==> src/rt_mailbox_dma_map.vh <==
// Constants of the remote-terminal mailbox DMA block: register map, fields, timing.
// Assumes a 200 MHz pclk; included by the design file by its bare name.
`ifndef RT_MAILBOX_DMA_MAP_VH
`define RT_MAILBOX_DMA_MAP_VH
`define REG_CTRL            12'h000
`define REG_GRANT_TIMEOUT   12'h004
`define REG_STATUS          12'h008
`define REG_BIT_WORD        12'h00c
`define REG_LAST_CMD        12'h010
`define CTRL_ENABLE         0
`define CTRL_BYTE_MODE      1
`define CTRL_CLK12          2
`define CTRL_RESET          3'h0
`define GRANT_TIMEOUT_RESET 16'h0100
`define CMD_RT_HI           15
`define CMD_RT_LO           11
`define CMD_TR              10
`define CMD_SA_HI           9
`define CMD_SA_LO           5
`define CMD_WC_HI           4
`define CMD_WC_LO           0
`define BCAST_ADDR          5'h1f
`define SA_MODE_LO          5'h00
`define SA_MODE_HI          5'h1f
`define MC_DATA_BIT         4
`define MC_LAST_NO_DATA     5'h08
`define MC_TX_VECTOR        5'h10
`define MC_RX_SYNC          5'h11
`define MC_TX_LAST_CMD      5'h12
`define MC_TX_BIT_WORD      5'h13
`define MC_RX_SEL_SHUT      5'h14
`define MC_RX_SEL_OVR       5'h15
`define WORDS_FULL          6'h20
`define STAT_ME             10
`define STAT_BUSY           3
`define BIT_HANDSHAKE_FAIL_N         12
`define BIT_LOOPTEST        11
`define BIT_TX_TIMEOUT      10
`define BIT_WC_ERR          9
`define BIT_ILLEGAL         8
`define BIT_WORD_ERR        7
`define BIT_RT2RT_ERR       6
`define STROBE_CYCLES       3'h4
`define CLK_KHZ             200000
`define CLK_PERIOD_NS       5
`define ILL_SAMPLE_MS       5
`define RT2RT_TIMEOUT_NS    19500
`endif

==> src/rt_mailbox_dma_interface.v <==
// Subsystem side of a remote terminal: word and message checks, mailbox addressing,
// device-started DMA handshake, built-in-test word and an APB register slave.
// Assumes the decoder/encoder sit on pclk; pins from outside are synchronised here.
`include "rt_mailbox_dma_map.vh"
`default_nettype none
// Summary of operation
// - 14-bit address, 8 or 16-bit data
// - Check sync, encoding, parity, bit count
// - Legal defined command, matching word count
// - RT-to-RT: transmit bit set, timely status
// - 12 MHz mode selects dual-edge decoder sampling
// - Five address pins, parity, error, latch
// - Sample illegal-command input after fixed delay
// - Test word updated at message end
// - Real-time message and failure outputs
// - Pin selects two-state or three-state drive
// - Address fields: bcast, dir, sa, data, count, byte
// - One 64-word block per bcast/direction/subaddress
// - Command at 0 or mode code offset
// - Data at 32..63 or 32 plus mode
// - Last command, test word sent from registers
// - Device starts every transfer; read is inward
// - Request, grant, acknowledge, strobe, direction, fail
// - Byte mode: upper byte first, then lower
// - Grant timeout drives fail low, sets D12
// - Read failure on transmit aborts message
// - Write failure flags and continues message
module rt_mailbox_dma_interface #(
  parameter [19:0] ILL_DELAY_CYCLES = `ILL_SAMPLE_MS * `CLK_KHZ
) (
  input  wire        pclk,
  input  wire        presetn,
  input  wire        psel,
  input  wire        penable,
  input  wire        pwrite,
  input  wire [11:0] paddr,
  input  wire [31:0] pwdata,
  output reg  [31:0] prdata,
  output reg         pready,
  output reg         pslverr,
  input  wire        rx_word_valid,
  input  wire [15:0] rx_word,
  input  wire        rx_command_sync,
  input  wire        rx_sync_ok,
  input  wire        rx_manchester_ok,
  input  wire        rx_parity_ok,
  input  wire        rx_bit_count_ok,
  input  wire        rx_bus_idle,
  input  wire        tx_word_ready,
  output reg         tx_word_valid,
  output reg  [15:0] tx_word,
  input  wire        looptest_fail,
  input  wire        transmitter_timeout,
  output reg         decoder_dual_edge,
  input  wire [4:0]  terminal_address_pins,
  input  wire        terminal_address_parity,
  input  wire        terminal_address_latch,
  output reg         address_parity_error_n,
  input  wire        command_illegal_n,
  input  wire        subsystem_busy_n,
  input  wire        three_state_select,
  output reg         transfer_request_n,
  input  wire        transfer_grant_n,
  output reg         transfer_acknowledge_n,
  output reg         transfer_strobe_n,
  output reg         write_direction,
  output reg         handshake_fail_n,
  output reg  [13:1] mailbox_address,
  output reg         byte_select,
  output reg         address_oe,
  output reg         control_oe,
  input  wire [15:0] data_in,
  output reg  [15:0] data_out,
  output reg         data_oe,
  output reg         msg_start,
  output reg         msg_in_progress,
  output reg         msg_valid,
  output reg         msg_error,
  output reg         looptest_or_timeout
);
  localparam integer RT2RT_FULL = `RT2RT_TIMEOUT_NS / `CLK_PERIOD_NS;
  localparam [11:0] RT2RT_CYCLES = RT2RT_FULL[11:0];
  localparam [2:0] D_IDLE = 3'h0, D_REQ = 3'h1, D_ACK = 3'h2, D_STB = 3'h3, D_GAP = 3'h4;
  localparam [3:0] M_IDLE = 4'h0, M_CMDWR = 4'h1, M_RX = 4'h2, M_WSTAT = 4'h3, M_WILL = 4'h4,
                   M_STAT = 4'h5, M_TXRD = 4'h6, M_TXSEND = 4'h7, M_END = 4'h8;

  function is_mode;
    input [15:0] c;
    is_mode = (c[`CMD_SA_HI:`CMD_SA_LO] == `SA_MODE_LO) ||
              (c[`CMD_SA_HI:`CMD_SA_LO] == `SA_MODE_HI);
  endfunction

  // Mailbox address: broadcast, direction, subaddress, data/command, five-bit offset.
  function [13:1] box_addr;
    input [15:0] c;
    input        data_sel;
    input [4:0]  off;
    box_addr = {c[`CMD_RT_HI:`CMD_RT_LO] == `BCAST_ADDR, c[`CMD_TR],
                c[`CMD_SA_HI:`CMD_SA_LO], data_sel, off};
  endfunction

  function [5:0] expected_words;
    input [15:0] c;
    if (is_mode(c))
      expected_words = c[`MC_DATA_BIT] ? 6'h01 : 6'h00;
    else if (c[`CMD_WC_HI:`CMD_WC_LO] == 5'h00)
      expected_words = `WORDS_FULL;
    else
      expected_words = {1'b0, c[`CMD_WC_HI:`CMD_WC_LO]};
  endfunction

  // Mode codes outside the defined set, or with the wrong direction, are not legal.
  function mode_defined;
    input [15:0] c;
    reg [4:0] mc;
    begin
      mc = c[`CMD_WC_HI:`CMD_WC_LO];
      if (mc <= `MC_LAST_NO_DATA || mc == `MC_TX_VECTOR || mc == `MC_TX_LAST_CMD ||
          mc == `MC_TX_BIT_WORD)
        mode_defined = c[`CMD_TR];
      else if (mc == `MC_RX_SYNC || mc == `MC_RX_SEL_SHUT || mc == `MC_RX_SEL_OVR)
        mode_defined = !c[`CMD_TR];
      else
        mode_defined = 1'b0;
    end
  endfunction

  reg  [2:0]  ctrl_q;
  reg  [15:0] grant_timeout_q;
  reg  [15:0] bit_word_q, last_cmd_q, cmd_q, cmd2_q, pend_word_q, dma_wdata_q, dma_rdata_q;
  reg  [15:0] din_s1_q, din_s_q, dtimer_q;
  reg  [5:0]  addr_s1_q, addr_s_q;
  reg  [4:0]  rt_addr_q, pend_off_q;
  reg         rt_par_ok_q;
  reg  [3:0]  ctl_s1_q, ctl_s_q;
  reg  [2:0]  dst_q, stb_cnt_q;
  reg         second_q, dma_go_q, dma_wr_q, dma_done_q, dma_fail_q, dma_active_q;
  reg  [13:1] dma_addr_q;
  reg  [3:0]  mst_q;
  reg  [5:0]  wcnt_q;
  reg  [11:0] wait_q;
  reg  [19:0] ill_cnt_q;
  reg         ill_run_q, ill_done_q, ill_bad_q, pend_valid_q, idle_seen_q, rt2rt_q, fetch_q;
  reg         word_err_q, wc_err_q, hs_err_q, rt2rt_err_q, undef_q, tx_flt_q;

  wire grant_s    = ctl_s_q[0];
  wire illegal_s  = ctl_s_q[1];
  wire busy_n_s   = ctl_s_q[2];
  wire tri_s      = ctl_s_q[3];
  wire byte_mode  = ctrl_q[`CTRL_BYTE_MODE];
  wire word_ok    = rx_word_valid && rx_sync_ok && rx_manchester_ok && rx_parity_ok &&
                    rx_bit_count_ok;
  wire word_bad   = rx_word_valid && !word_ok;
  wire cmd_ok     = word_ok && rx_command_sync;
  wire data_ok    = word_ok && !rx_command_sync;
  wire own_or_bc  = (rx_word[`CMD_RT_HI:`CMD_RT_LO] == rt_addr_q && rt_par_ok_q) ||
                    rx_word[`CMD_RT_HI:`CMD_RT_LO] == `BCAST_ADDR;
  wire cmd_bcast  = cmd_q[`CMD_RT_HI:`CMD_RT_LO] == `BCAST_ADDR;
  wire [4:0] mc   = cmd_q[`CMD_WC_HI:`CMD_WC_LO];
  wire any_err    = word_err_q || wc_err_q || ill_bad_q || rt2rt_err_q || undef_q;
  wire [5:0] expw = expected_words(cmd_q);

  // Pins from the subsystem and the address straps cross into pclk through two flops.
  always @(posedge pclk or negedge presetn) begin
    if (!presetn) begin
      din_s1_q  <= 16'h0000;
      din_s_q   <= 16'h0000;
      addr_s1_q <= 6'h00;
      addr_s_q  <= 6'h00;
      ctl_s1_q  <= 4'hf;
      ctl_s_q   <= 4'hf;
    end else begin
      din_s1_q  <= data_in;
      din_s_q   <= din_s1_q;
      addr_s1_q <= {terminal_address_latch, terminal_address_parity ^ (^terminal_address_pins),
                    terminal_address_pins[3:0] ^ 4'h0};
      addr_s_q  <= addr_s1_q;
      ctl_s1_q  <= {three_state_select, subsystem_busy_n, command_illegal_n, transfer_grant_n};
      ctl_s_q   <= ctl_s1_q;
    end
  end

  // Terminal address behaves as a transparent latch, closed while the latch input is high.
  reg [4:0] rtp_s1_q, rtp_s_q;
  always @(posedge pclk or negedge presetn) begin
    if (!presetn) begin
      rtp_s1_q               <= 5'h00;
      rtp_s_q                <= 5'h00;
      rt_addr_q              <= 5'h00;
      rt_par_ok_q            <= 1'b0;
      address_parity_error_n <= 1'b1;
    end else begin
      rtp_s1_q <= terminal_address_pins;
      rtp_s_q  <= rtp_s1_q;
      if (!addr_s_q[5]) begin
        rt_addr_q   <= rtp_s_q;
        rt_par_ok_q <= addr_s_q[4];
      end
      address_parity_error_n <= addr_s_q[5] ? rt_par_ok_q : addr_s_q[4];
    end
  end

  // Handshake engine: request, wait for grant, acknowledge, one or two strobes.
  always @(posedge pclk or negedge presetn) begin
    if (!presetn) begin
      dst_q <= D_IDLE;
      dtimer_q <= 16'h0000;
      stb_cnt_q <= 3'h0;
      second_q <= 1'b0;
      dma_done_q <= 1'b0;
      dma_fail_q <= 1'b0;
      dma_rdata_q <= 16'h0000;
      transfer_request_n <= 1'b1;
      transfer_acknowledge_n <= 1'b1;
      transfer_strobe_n <= 1'b1;
      write_direction <= 1'b0;
      mailbox_address <= 13'h0000;
      byte_select <= 1'b0;
      data_out <= 16'h0000;
      data_oe <= 1'b0;
      address_oe <= 1'b0;
      control_oe <= 1'b0;
    end else begin
      dma_done_q <= 1'b0;
      dma_fail_q <= 1'b0;
      case (dst_q)
        D_IDLE: begin
          address_oe <= !tri_s;
          control_oe <= !tri_s;
          if (dma_go_q) begin
            transfer_request_n <= 1'b0;
            dtimer_q <= 16'h0000;
            dst_q <= D_REQ;
          end
        end
        D_REQ: begin
          if (!grant_s) begin
            transfer_acknowledge_n <= 1'b0;
            mailbox_address <= dma_addr_q;
            write_direction <= dma_wr_q;
            byte_select <= byte_mode;
            data_out <= byte_mode ? {8'h00, dma_wdata_q[15:8]} : dma_wdata_q;
            data_oe <= dma_wr_q;
            address_oe <= 1'b1;
            control_oe <= 1'b1;
            dst_q <= D_ACK;
          end else if (dtimer_q >= grant_timeout_q) begin
            transfer_request_n <= 1'b1;
            dma_fail_q <= 1'b1;
            dst_q <= D_IDLE;
          end else begin
            dtimer_q <= dtimer_q + 16'h0001;
          end
        end
        D_ACK, D_GAP: begin
          transfer_strobe_n <= 1'b0;
          stb_cnt_q <= 3'h0;
          dst_q <= D_STB;
        end
        D_STB: begin
          if (stb_cnt_q == `STROBE_CYCLES) begin
            transfer_strobe_n <= 1'b1;
            if (!byte_mode)
              dma_rdata_q <= din_s_q;
            else if (!second_q)
              dma_rdata_q[15:8] <= din_s_q[7:0];
            else
              dma_rdata_q[7:0] <= din_s_q[7:0];
            if (byte_mode && !second_q) begin
              second_q <= 1'b1;
              byte_select <= 1'b0;
              data_out <= {8'h00, dma_wdata_q[7:0]};
              dst_q <= D_GAP;
            end else begin
              second_q <= 1'b0;
              transfer_request_n <= 1'b1;
              transfer_acknowledge_n <= 1'b1;
              write_direction <= 1'b0;
              data_oe <= 1'b0;
              dma_done_q <= 1'b1;
              dst_q <= D_IDLE;
            end
          end else begin
            stb_cnt_q <= stb_cnt_q + 3'h1;
          end
        end
        default: dst_q <= D_IDLE;
      endcase
    end
  end

  // Message sequencer. A received word waits in a one-word holding slot for its write.
  always @(posedge pclk or negedge presetn) begin
    if (!presetn) begin
      mst_q <= M_IDLE;
      cmd_q <= 16'h0000;
      cmd2_q <= 16'h0000;
      last_cmd_q <= 16'h0000;
      bit_word_q <= 16'h0000;
      pend_word_q <= 16'h0000;
      pend_off_q <= 5'h00;
      pend_valid_q <= 1'b0;
      wcnt_q <= 6'h00;
      wait_q <= 12'h000;
      ill_cnt_q <= 20'h00000;
      {ill_run_q, ill_done_q, ill_bad_q, idle_seen_q, rt2rt_q, fetch_q} <= 6'h00;
      {word_err_q, wc_err_q, hs_err_q, rt2rt_err_q, undef_q, tx_flt_q} <= 6'h00;
      {dma_go_q, dma_wr_q, dma_active_q} <= 3'h0;
      dma_addr_q <= 13'h0000;
      dma_wdata_q <= 16'h0000;
      tx_word_valid <= 1'b0;
      tx_word <= 16'h0000;
      handshake_fail_n <= 1'b1;
      {msg_start, msg_in_progress, msg_valid, msg_error} <= 4'h0;
    end else begin
      dma_go_q <= 1'b0;
      msg_start <= 1'b0;
      msg_valid <= 1'b0;
      if (dma_done_q || dma_fail_q)
        dma_active_q <= 1'b0;
      if (dma_fail_q) begin
        handshake_fail_n <= 1'b0;
        hs_err_q <= 1'b1;
      end
      if (looptest_fail || transmitter_timeout)
        tx_flt_q <= 1'b1;
      if (ill_run_q) begin
        if (ill_cnt_q == ILL_DELAY_CYCLES - 20'h00001) begin
          ill_run_q <= 1'b0;
          ill_done_q <= 1'b1;
          ill_bad_q <= !illegal_s;
        end else begin
          ill_cnt_q <= ill_cnt_q + 20'h00001;
        end
      end
      case (mst_q)
        M_IDLE: begin
          if (cmd_ok && own_or_bc && ctrl_q[`CTRL_ENABLE]) begin
            cmd_q <= rx_word;
            if (!(is_mode(rx_word) && rx_word[`CMD_WC_HI:`CMD_WC_LO] == `MC_TX_LAST_CMD))
              last_cmd_q <= rx_word;
            undef_q <= is_mode(rx_word) && !mode_defined(rx_word);
            {word_err_q, wc_err_q, hs_err_q, rt2rt_err_q, tx_flt_q} <= 5'h00;
            {ill_done_q, ill_bad_q, idle_seen_q, rt2rt_q, fetch_q} <= 5'h00;
            ill_run_q <= 1'b1;
            ill_cnt_q <= 20'h00000;
            wcnt_q <= 6'h00;
            handshake_fail_n <= 1'b1;
            msg_start <= 1'b1;
            msg_in_progress <= 1'b1;
            msg_error <= 1'b0;
            dma_go_q <= 1'b1;
            dma_active_q <= 1'b1;
            dma_wr_q <= 1'b1;
            dma_wdata_q <= rx_word;
            dma_addr_q <= box_addr(rx_word, 1'b0, is_mode(rx_word) ?
                                   rx_word[`CMD_WC_HI:`CMD_WC_LO] : 5'h00);
            mst_q <= M_CMDWR;
          end
        end
        M_CMDWR: begin
          // A failed command write is only flagged; the message goes on.
          if (dma_done_q || dma_fail_q)
            mst_q <= cmd_q[`CMD_TR] ? M_WILL : M_RX;
        end
        M_RX: begin
          if (rx_bus_idle)
            idle_seen_q <= 1'b1;
          if (word_bad)
            word_err_q <= 1'b1;
          if (pend_valid_q && !dma_active_q) begin
            pend_valid_q <= 1'b0;
            dma_go_q <= 1'b1;
            dma_active_q <= 1'b1;
            dma_wr_q <= 1'b1;
            dma_wdata_q <= pend_word_q;
            dma_addr_q <= box_addr(cmd_q, 1'b1, pend_off_q);
          end
          if (data_ok) begin
            if (pend_valid_q && dma_active_q)
              word_err_q <= 1'b1;
            pend_valid_q <= 1'b1;
            pend_word_q <= rx_word;
            pend_off_q <= is_mode(cmd_q) ? mc : wcnt_q[4:0];
            wcnt_q <= wcnt_q + 6'h01;
          end else if (cmd_ok && wcnt_q == 6'h00 && !rt2rt_q && !cmd_bcast) begin
            if (rx_word[`CMD_TR]) begin
              cmd2_q <= rx_word;
              rt2rt_q <= 1'b1;
              wait_q <= 12'h000;
              mst_q <= M_WSTAT;
            end else begin
              rt2rt_err_q <= 1'b1;
            end
          end else if (idle_seen_q && !pend_valid_q && !dma_active_q) begin
            wc_err_q <= wcnt_q != expw;
            mst_q <= M_WILL;
          end
        end
        M_WSTAT: begin
          wait_q <= wait_q + 12'h001;
          if (cmd_ok) begin
            if (rx_word[`CMD_RT_HI:`CMD_RT_LO] == cmd2_q[`CMD_RT_HI:`CMD_RT_LO]) begin
              mst_q <= M_RX;
            end else begin
              rt2rt_err_q <= 1'b1;
              mst_q <= M_END;
            end
          end else if (wait_q == RT2RT_CYCLES) begin
            rt2rt_err_q <= 1'b1;
            mst_q <= M_END;
          end
        end
        M_WILL: begin
          if (ill_done_q) begin
            if (cmd_bcast) begin
              mst_q <= M_END;
            end else begin
              tx_word <= 16'h0000;
              tx_word[`CMD_RT_HI:`CMD_RT_LO] <= rt_addr_q;
              tx_word[`STAT_ME] <= any_err;
              tx_word[`STAT_BUSY] <= !busy_n_s;
              tx_word_valid <= 1'b1;
              mst_q <= M_STAT;
            end
          end
        end
        M_STAT: begin
          if (tx_word_ready) begin
            tx_word_valid <= 1'b0;
            wcnt_q <= 6'h00;
            if (cmd_q[`CMD_TR] && !any_err && busy_n_s && expw != 6'h00)
              mst_q <= M_TXRD;
            else
              mst_q <= M_END;
          end
        end
        M_TXRD: begin
          if (is_mode(cmd_q) && (mc == `MC_TX_LAST_CMD || mc == `MC_TX_BIT_WORD)) begin
            tx_word <= (mc == `MC_TX_LAST_CMD) ? last_cmd_q : bit_word_q;
            tx_word_valid <= 1'b1;
            mst_q <= M_TXSEND;
          end else if (!fetch_q) begin
            fetch_q <= 1'b1;
            dma_go_q <= 1'b1;
            dma_active_q <= 1'b1;
            dma_wr_q <= 1'b0;
            dma_addr_q <= box_addr(cmd_q, 1'b1, is_mode(cmd_q) ? mc : wcnt_q[4:0]);
          end else if (dma_fail_q) begin
            fetch_q <= 1'b0;
            mst_q <= M_END;
          end else if (dma_done_q) begin
            fetch_q <= 1'b0;
            tx_word <= dma_rdata_q;
            tx_word_valid <= 1'b1;
            mst_q <= M_TXSEND;
          end
        end
        M_TXSEND: begin
          if (tx_word_ready) begin
            tx_word_valid <= 1'b0;
            wcnt_q <= wcnt_q + 6'h01;
            mst_q <= (wcnt_q + 6'h01 == expw) ? M_END : M_TXRD;
          end
        end
        M_END: begin
          bit_word_q <= 16'h0000;
          bit_word_q[`BIT_HANDSHAKE_FAIL_N] <= hs_err_q;
          bit_word_q[`BIT_LOOPTEST] <= looptest_fail;
          bit_word_q[`BIT_TX_TIMEOUT] <= tx_flt_q;
          bit_word_q[`BIT_WC_ERR] <= wc_err_q;
          bit_word_q[`BIT_ILLEGAL] <= ill_bad_q || undef_q;
          bit_word_q[`BIT_WORD_ERR] <= word_err_q;
          bit_word_q[`BIT_RT2RT_ERR] <= rt2rt_err_q;
          msg_in_progress <= 1'b0;
          msg_valid <= !any_err && !hs_err_q;
          msg_error <= any_err || (hs_err_q && cmd_q[`CMD_TR]);
          ill_run_q <= 1'b0;
          pend_valid_q <= 1'b0;
          mst_q <= M_IDLE;
        end
        default: mst_q <= M_IDLE;
      endcase
    end
  end

  // APB slave: access phase lasts two cycles; read data is ready with pready.
  always @(posedge pclk or negedge presetn) begin
    if (!presetn) begin
      ctrl_q <= `CTRL_RESET;
      grant_timeout_q <= `GRANT_TIMEOUT_RESET;
      prdata <= 32'h00000000;
      pready <= 1'b0;
      pslverr <= 1'b0;
      decoder_dual_edge <= 1'b0;
      looptest_or_timeout <= 1'b0;
    end else begin
      decoder_dual_edge <= ctrl_q[`CTRL_CLK12];
      looptest_or_timeout <= looptest_fail || transmitter_timeout;
      pready <= 1'b0;
      pslverr <= 1'b0;
      if (psel && penable && !pready) begin
        pready <= 1'b1;
        prdata <= 32'h00000000;
        case (paddr)
          `REG_CTRL:          prdata <= {29'h0, ctrl_q};
          `REG_GRANT_TIMEOUT: prdata <= {16'h0000, grant_timeout_q};
          `REG_STATUS:        prdata <= {26'h0, msg_in_progress, !handshake_fail_n, mst_q};
          `REG_BIT_WORD:      prdata <= {16'h0000, bit_word_q};
          `REG_LAST_CMD:      prdata <= {16'h0000, last_cmd_q};
          default:            pslverr <= 1'b1;
        endcase
      end
      if (psel && penable && pready && pwrite) begin
        if (paddr == `REG_CTRL)
          ctrl_q <= pwdata[2:0];
        if (paddr == `REG_GRANT_TIMEOUT)
          grant_timeout_q <= pwdata[15:0];
      end
    end
  end
endmodule // rt_mailbox_dma_interface
`default_nettype wire

==> config.mk <==
export PLATFORM = sky130hd
export DESIGN_NAME = rt_mailbox_dma_interface
export DESIGN_NICKNAME = d
export VERILOG_FILES = /design/src/rt_mailbox_dma_interface.v
export VERILOG_INCLUDE_DIRS = /design/src
export SDC_FILE = /design/constraint.sdc
export NUM_CORES = 1
export LEC_CHECK = 0
export BUFFER_PORTS_ARGS = -buffer_cell sky130_fd_sc_hd__buf_2
export CAP_MARGIN = 20
export CORE_MARGIN = 1.5
export CORE_UTILIZATION = 44
export DETAILED_ROUTE_END_ITERATION = 6
export PLACE_DENSITY = 0.66
export SLEW_MARGIN = 20
export SYNTH_ARGS = -nofsm -noshare
export SYNTH_HDL_FRONTEND = slang
export SYNTH_SLANG_ARGS = --single-unit
==> constraint.sdc <==
create_clock -name pclk -period 2.47 [get_ports pclk]
set_input_delay 0.741 -clock pclk [delete_from_list [all_inputs] [get_ports pclk]]
set_output_delay 0.741 -clock pclk [all_outputs]
set_load 0.005 [all_outputs]
==> results of run 1 <==
[kinds of logic (layout without fill, tap and decap cells)]
group / Yosys count / count (layout)
and+or+nand+nor: 541 / 541
DFF: 350 / 350
AOI/OAI and AO/OA: 321 / 321
buffers and inverters: 154 / 422
muxes: 133 / 133
xor gates and xnor gates: 47 / 47
adders and majority gates: 24 / 24
other: 1 / 16
[layout make-up]
class	instances	area [um2]
flip-flops and latches	350	8780
fillers	3112	15900
inverters	57	214
clock inverters	15	156
clock buffers	53	1140
repair buffers	297	1970
multi-input cells	1082	6980
well taps	461	577
[worst paths after layout]
kind	cells after the start	slack (ps)	to	start
setup / recovery	8	50	mst_q[2]$_DFFE_PN0P_	cmd_q[3]$_DFFE_PN0P_
hold / removal	1	110	cmd_q[10]$_DFFE_PN0P_	presetn
setup reg to reg	8	50	mst_q[2]$_DFFE_PN0P_	cmd_q[3]$_DFFE_PN0P_
hold reg to reg	0	350	din_s_q[9]$_DFF_PN0_	din_s1_q[9]$_DFF_PN0_
max in group asynchronous	2	1630	ctl_s_q[3]$_DFF_PN1_	presetn
min in group pclk	1	320	din_s1_q[14]$_DFF_PN0_	data_in[14]
[state kept, by name (all words and copies together) (netlist names), 16 cells and up]
name             flops
last_cmd_q          16
dma_rdata_q         16
pend_word_q         16
grant_timeout_q     16
dma_wdata_q         16
din_s1_q            16
din_s_q             16
cmd_q               16
ill_cnt_q           20
dtimer_q            16
data_out            16
tx_word             16
prdata              16
[power by group through the flow]
stage	Sequential [mW]	Combinational, mW	Clock, mW
floorplan	6.67	1.06	0
CTS	6.65	1.92	5.92
global route	6.71	2.17	6.14
finish	6.65	1.93	5.80
detailed placement	6.75	1.91	0
global placement	6.72	1.87	0
[per-layer routing]
layer / share of wire (%) / track usage, % / vias up
met4: 3.4 / 8.85 / 0
met5: 0 / 0 / -
met1: 44 / 32.1 / 6301
li1: - / - / 5928
met2: 47 / 37.1 / 413
met3: 5.8 / 3.06 / 93
[placed cells by master, fill, tap and decap left out, drive strengths merged, types with 9 or more instances in the layout]
cell type,netlist,layout
dfstp,14,14
mux2i,46,46
or3,10,10
dfrtp,336,336
nor3,25,25
a22oi,13,13
xor2,19,19
clkbuf,59,53
nor4,11,11
conb,1,16
a21o,11,11
a31oi,25,25
and3,20,20
xnor2,28,28
mux2,87,87
buf,38,297
nor2,136,136
nand4,24,24
nand2b,12,12
ha,24,24
inv,57,59
or2,9,9
nand3,28,28
o21ai,138,138
a21oi,68,68
o22a,9,9
nand2,219,219
nor2b,14,14
[timing repair]
| item | CTS | global route |
|---|---|---|
| pin swaps | 2 | 17 |
| resized for setup | 7 | 50 |
| buffers inserted | 3 | 5 |
| hold endpoints to repair | 0 | 0 |
| endpoints found under the setup margin | 24 | 33 |
[through the flow]
stage                     cell area (um2)  TNS, ps  util, %
final                               19800        0     55.4
after global routing                19800     -202     55.4
after CTS                           19600        0     54.7
after detailed placement            18200    -6220     50.9
after global placement              18200    -4370     50.9
after floorplan                     16200     -163        -
==> flow_summary.yaml, run 1 <==
worst_setup_path:
  critical_path.endpoint_type: "register"
  criticalPathCategory: "reg -> reg"
  path_cells: "inv_1 > or4_1 > a21oi_2 > o221ai_4 > a211oi_2 > buf_4 > o211ai_1 > a22o_1"
  worstPathArrival_ps: 2820
  cpMaxStageDelayCell: "or4_1"
  max_stage_delay_ps: 560
  critPathLaunchType: "register"
  crit_buf_inv: 2
  required_ps: 2870
  cpLargestDelayFamily: "compound AO/OA/AOI/OAI gates"
  critPathMaxFanout: 7
synth:
  synth-edff-count: 0
  avgSynthCellArea_um2: 10.2
  synthMuxAreaShare_pct: 9.05
  synth_most_common_cell: "dfrtp_1"
  synthAdderAreaFrac_pct: 1.87
  synth_top_area_share_pct: 52.3
  synth_commonest_cells: "336 x dfrtp_1, 219 x nand2_1, 136 x o21ai_0"
  syn_area_um2: 16100
  synth_seq_cells: 350
  synthCells: 1571
  synthFlopType: "dfrtp_1"
  ys_types: 76
  synth_top_family_by_area: "simple AND/OR/NAND/NOR gates"
  yosys.area_share.simple_pct: 15.5
  synth-compound-area-share_pct: 12.2
  yosys_warnings: 0
  yosys-top-cells-area: "dfrtp_1 52%, mux2_2 6.0%, nand2_1 5.1%"
  synth-xor-area-share_pct: 2.56
  async_flop_share_pct: 100
  synth-seq-area-share_pct: 54.6
  synth_top_area_cell: "dfrtp_1"
sta:
  slew_headroom_pct: 56.1
  post-route-period-util_pct: 97.9
  clock_skew_ps: 21.6
  period_minus_slack_ps: 2420
  final_hold_viol_count: 0
  worst_slew_pin_slew_ps: 656
  finalSetupViolCount: 0
  rsz0062_at_grt: "yes"
  worst_slack_ps: 51.7
  drv_slew: 0
  fmax_mhz: 414
  timing.hold.ws_ps: 114
power_and_ir_drop:
  p_leak_nw: 9.32
  irDropWorstVdd_v: 0.000483
  p_int_mw: 10.6
  power_frac_comb_pct: 13.4
  p_seq_share_pct: 46.2
  swShare_pct: 26.2
  powerDensity_nw_per_um2: 726
  pwr-share-clk_pct: 40.4
  p_sw_mw: 3.76
  total_power_mw: 14.4
detailed_routing:
  vias_per_cell: 5.50
  ant_nets: 0
  wl_per_cell_um: 18.9
  drc: 10
  drtIter0Drc: 784
  dr.pass1.iters: 7
  num_vias: 12735
  wirelength_um: 43700
cts:
  path_clk_slew_ps: 60
  cts_num_sinks: 350
  clock_latency_ps: 530
  clockRootBuffer: "clkbuf_16"
  clock_path_buffers: 3
  cts_tree: "done"
  numCtsBuffers: 38
  h-tree-depth: 2
  hold_buffers: 0
placement:
  dp_hpwl_um: 32200
  port_buffers: 165
  place_congestion: 0.904
  placed_cells: 2239
  dpl_worst_slack_ps: -179
layout:
  area_growth_pct: 23.2
  layout.nets: 1952
  diodes: 0
  drive_gt1_share_pct: 28.7
  fin_cells: 2315
global_route:
  grt_antenna_before_repair: 0
  grt_pass1_vias: 12573
  grtUsageTotal_pct: 23.2
  grt_pass1_wl_um: 69100
  gr-total-overflow: 0
  grt_max_degree: 69
run_status:
  violations: "design-rule violations"
  status: "finished with violations"
min_path:
  hp-class: "in -> async"
floorplanning:
  start_util_pct: 45.0
  die-area_um2: 37700
  core_um2: 35700
  num_io_pins: 198
  die_w_um: 194
  die_height_um: 194
  rows: 69
flow_run:
  cap_violations: 0
No activity file was read; power rests on OpenSTA's default activity.
==> run 2, diff against run 1 <==
--- a/config.mk
+++ b/config.mk
@@ -8,10 +8,13 @@
 export LEC_CHECK = 0
 export BUFFER_PORTS_ARGS = -buffer_cell sky130_fd_sc_hd__buf_2
 export CAP_MARGIN = 20
+export CELL_PAD_IN_SITES_DETAIL_PLACEMENT = 2
+export CELL_PAD_IN_SITES_GLOBAL_PLACEMENT = 2
 export CORE_MARGIN = 1.5
-export CORE_UTILIZATION = 44
+export CORE_UTILIZATION = 34
+export CTS_CLUSTER_SIZE = 10
 export DETAILED_ROUTE_END_ITERATION = 6
-export PLACE_DENSITY = 0.66
+export PLACE_DENSITY = 0.74
 export SLEW_MARGIN = 20
 export SYNTH_ARGS = -nofsm -noshare
 export SYNTH_HDL_FRONTEND = slang
==> flow_summary.yaml, run 2 (same netlist as run 1, synthesis figures left out) <==
worst_setup_path:
  ff2ff_path_depth: 10
  critPathMaxFanout: 3
  worstPathArrival_ps: 2950
  required_ps: 2930
  max_stage_delay_ps: 560
  critPathLaunchType: "register"
  path_cells: "or4_4 > mux2i_4 > buf_12 > buf_6 > nand3_2 > o22a_1 > a211oi_2 > buf_4 > o211ai_1 > a22o_1"
  criticalPathCategory: "reg -> reg"
  crit_cells: 10
  cpMaxStageDelayCell: "or4_4"
  critical_path.endpoint_type: "register"
  cpLargestDelayFamily: "compound AO/OA/AOI/OAI gates"
  r2r_slack_ps: -20
  crit_buf_inv: 3
detailed_routing:
  wl_per_cell_um: 23.1
  drtIter0Drc: 616
  drc: 40
  num_vias: 13240
  dr.pass1.iters: 7
  wirelength_um: 58000
  ant_nets: 0
  vias_per_cell: 5.27
placement:
  port_buffers: 165
  dp_hpwl_um: 41300
  placed_area_um2: 18700
  placed_cells: 2412
  place_congestion: 0.904
  dpl_worst_slack_ps: -240
layout:
  fin_cells: 2512
  utilization_pct: 43.8
  area_growth_pct: 27.1
  regMostFlops: "ill_cnt_q"
  n_fill_cell: 4937
  drive_gt1_share_pct: 29.5
  design_area_um2: 20500
  largest_register_ffs: 20
  layout_commonest_cell: "dfrtp_1"
  layout_common_cells: "335 x dfrtp_1, 218 x nand2_1, 164 x buf_2, 144 x buf_4, 131 x nor2_1"
  layout.nets: 1996
sta:
  fmax_mhz: 402
  final_hold_viol_count: 0
  period_minus_slack_ps: 2490
  fin_tns_setup_ps: -24.5
  drv_slew: 0
  clock_skew_ps: 24.4
  finalSetupViolCount: 2
  rsz0062_at_grt: "yes"
  worst_slack_ps: -16.3
  slew_headroom_pct: 55.4
  timing.hold.ws_ps: 87.5
  post-route-period-util_pct: 101
  worst_slew_pin_slew_ps: 667
cts:
  h-tree-depth: 2
  clock_latency_ps: 590
  cts_tree: "done"
  cts_num_sinks: 350
  path_clk_slew_ps: 60
  clock_path_buffers: 3
  numCtsBuffers: 43
  clockRootBuffer: "clkbuf_16"
power_and_ir_drop:
  p_leak_nw: 9.58
  total_power_mw: 14.9
  powerDensity_nw_per_um2: 729
  irDropWorstVdd_v: 0.000511
floorplanning:
  rows: 79
  start_util_pct: 34.5
  die_height_um: 221
  die_w_um: 221
  num_io_pins: 198
  core_um2: 46700
  die-area_um2: 48600
global_route:
  grtUsageTotal_pct: 24.2
  grt_max_degree: 57
  gr-total-overflow: 0
  grt_pass1_wl_um: 88600
  grt_pass1_vias: 14753
  grt_antenna_before_repair: 2
min_path:
  hp-class: "in -> async"
run_status:
  violations: "design-rule violations, negative setup slack"
  status: "finished with violations"
flow_run:
  cap_violations: 0
run 2: cell types whose count changed in the layout (fill, tap and decap cells not counted), moves of 3 or more:
cell / change
buf_12: +8
nor3_1: -3
clkinvlp_4: -7
clkbuf_8: -8
clkbuf_16: +5
clkbuf_1: +21
buf_6: +4
buf_4: +26
nor3_4: +3
run 2: power by group:
group / switching, mW / total (mW) / internal [mW]
combinational: 1.19 / 2.07 / 0.888
sequential: 0.371 / 6.67 / 6.30
clock: 2.56 / 6.17 / 3.61
total: 4.11 / 14.9 / 10.8
run 2: routing by layer:
layer	global-route usage (%)	vias up	routed length (um)	share of wire (%)
li1	-	6029	-	-
met1	31.0	6816	25000	43
met2	40.6	297	28600	49
met3	4.33	98	2450	4.2
met4	9.23	0	1940	3.3
met5	0	-	0	0
run 2: worst paths after layout:
| check | start | to |
|---|---|---|
| max in group asynchronous | presetn | ctl_s_q[0]$_DFF_PN1_ |
| min in group pclk | three_state_select | ctl_s1_q[3]$_DFF_PN1_ |
| worst min register to register | din_s1_q[7]$_DFF_PN0_ | din_s_q[7]$_DFF_PN0_ |
| worst max register to register | cmd_q[9]$_DFFE_PN0P_ | mst_q[1]$_DFFE_PN0P_ |
| worst min-delay path | presetn | wait_q[5]$_DFFE_PN0P_ |
| worst max-delay path | cmd_q[9]$_DFFE_PN0P_ | mst_q[1]$_DFFE_PN0P_ |
run 2: final cells by class:
type / instances / area [um2] / area share [%]
inverter: 57 / 214 / 1.05
timing repair buffer: 335 / 2370 / 11.6
clock inverter: 7 / 103 / 0.502
tap: 607 / 759 / 3.71
antenna: 2 / 5.00 / 0.0245
sequential: 350 / 8780 / 42.9
multi-input combinational: 1083 / 6990 / 34.2
clock buffer: 71 / 1230 / 6.03
run 2: timing repair:
item / 4_1_cts / 5_1_grt
cloned: 1 / 1
pin swaps: 12 / 23
resized for setup: 27 / 34
hold buffers: 0 / 0
endpoints found under the setup margin: 44 / 52
buffers inserted: 12 / 7
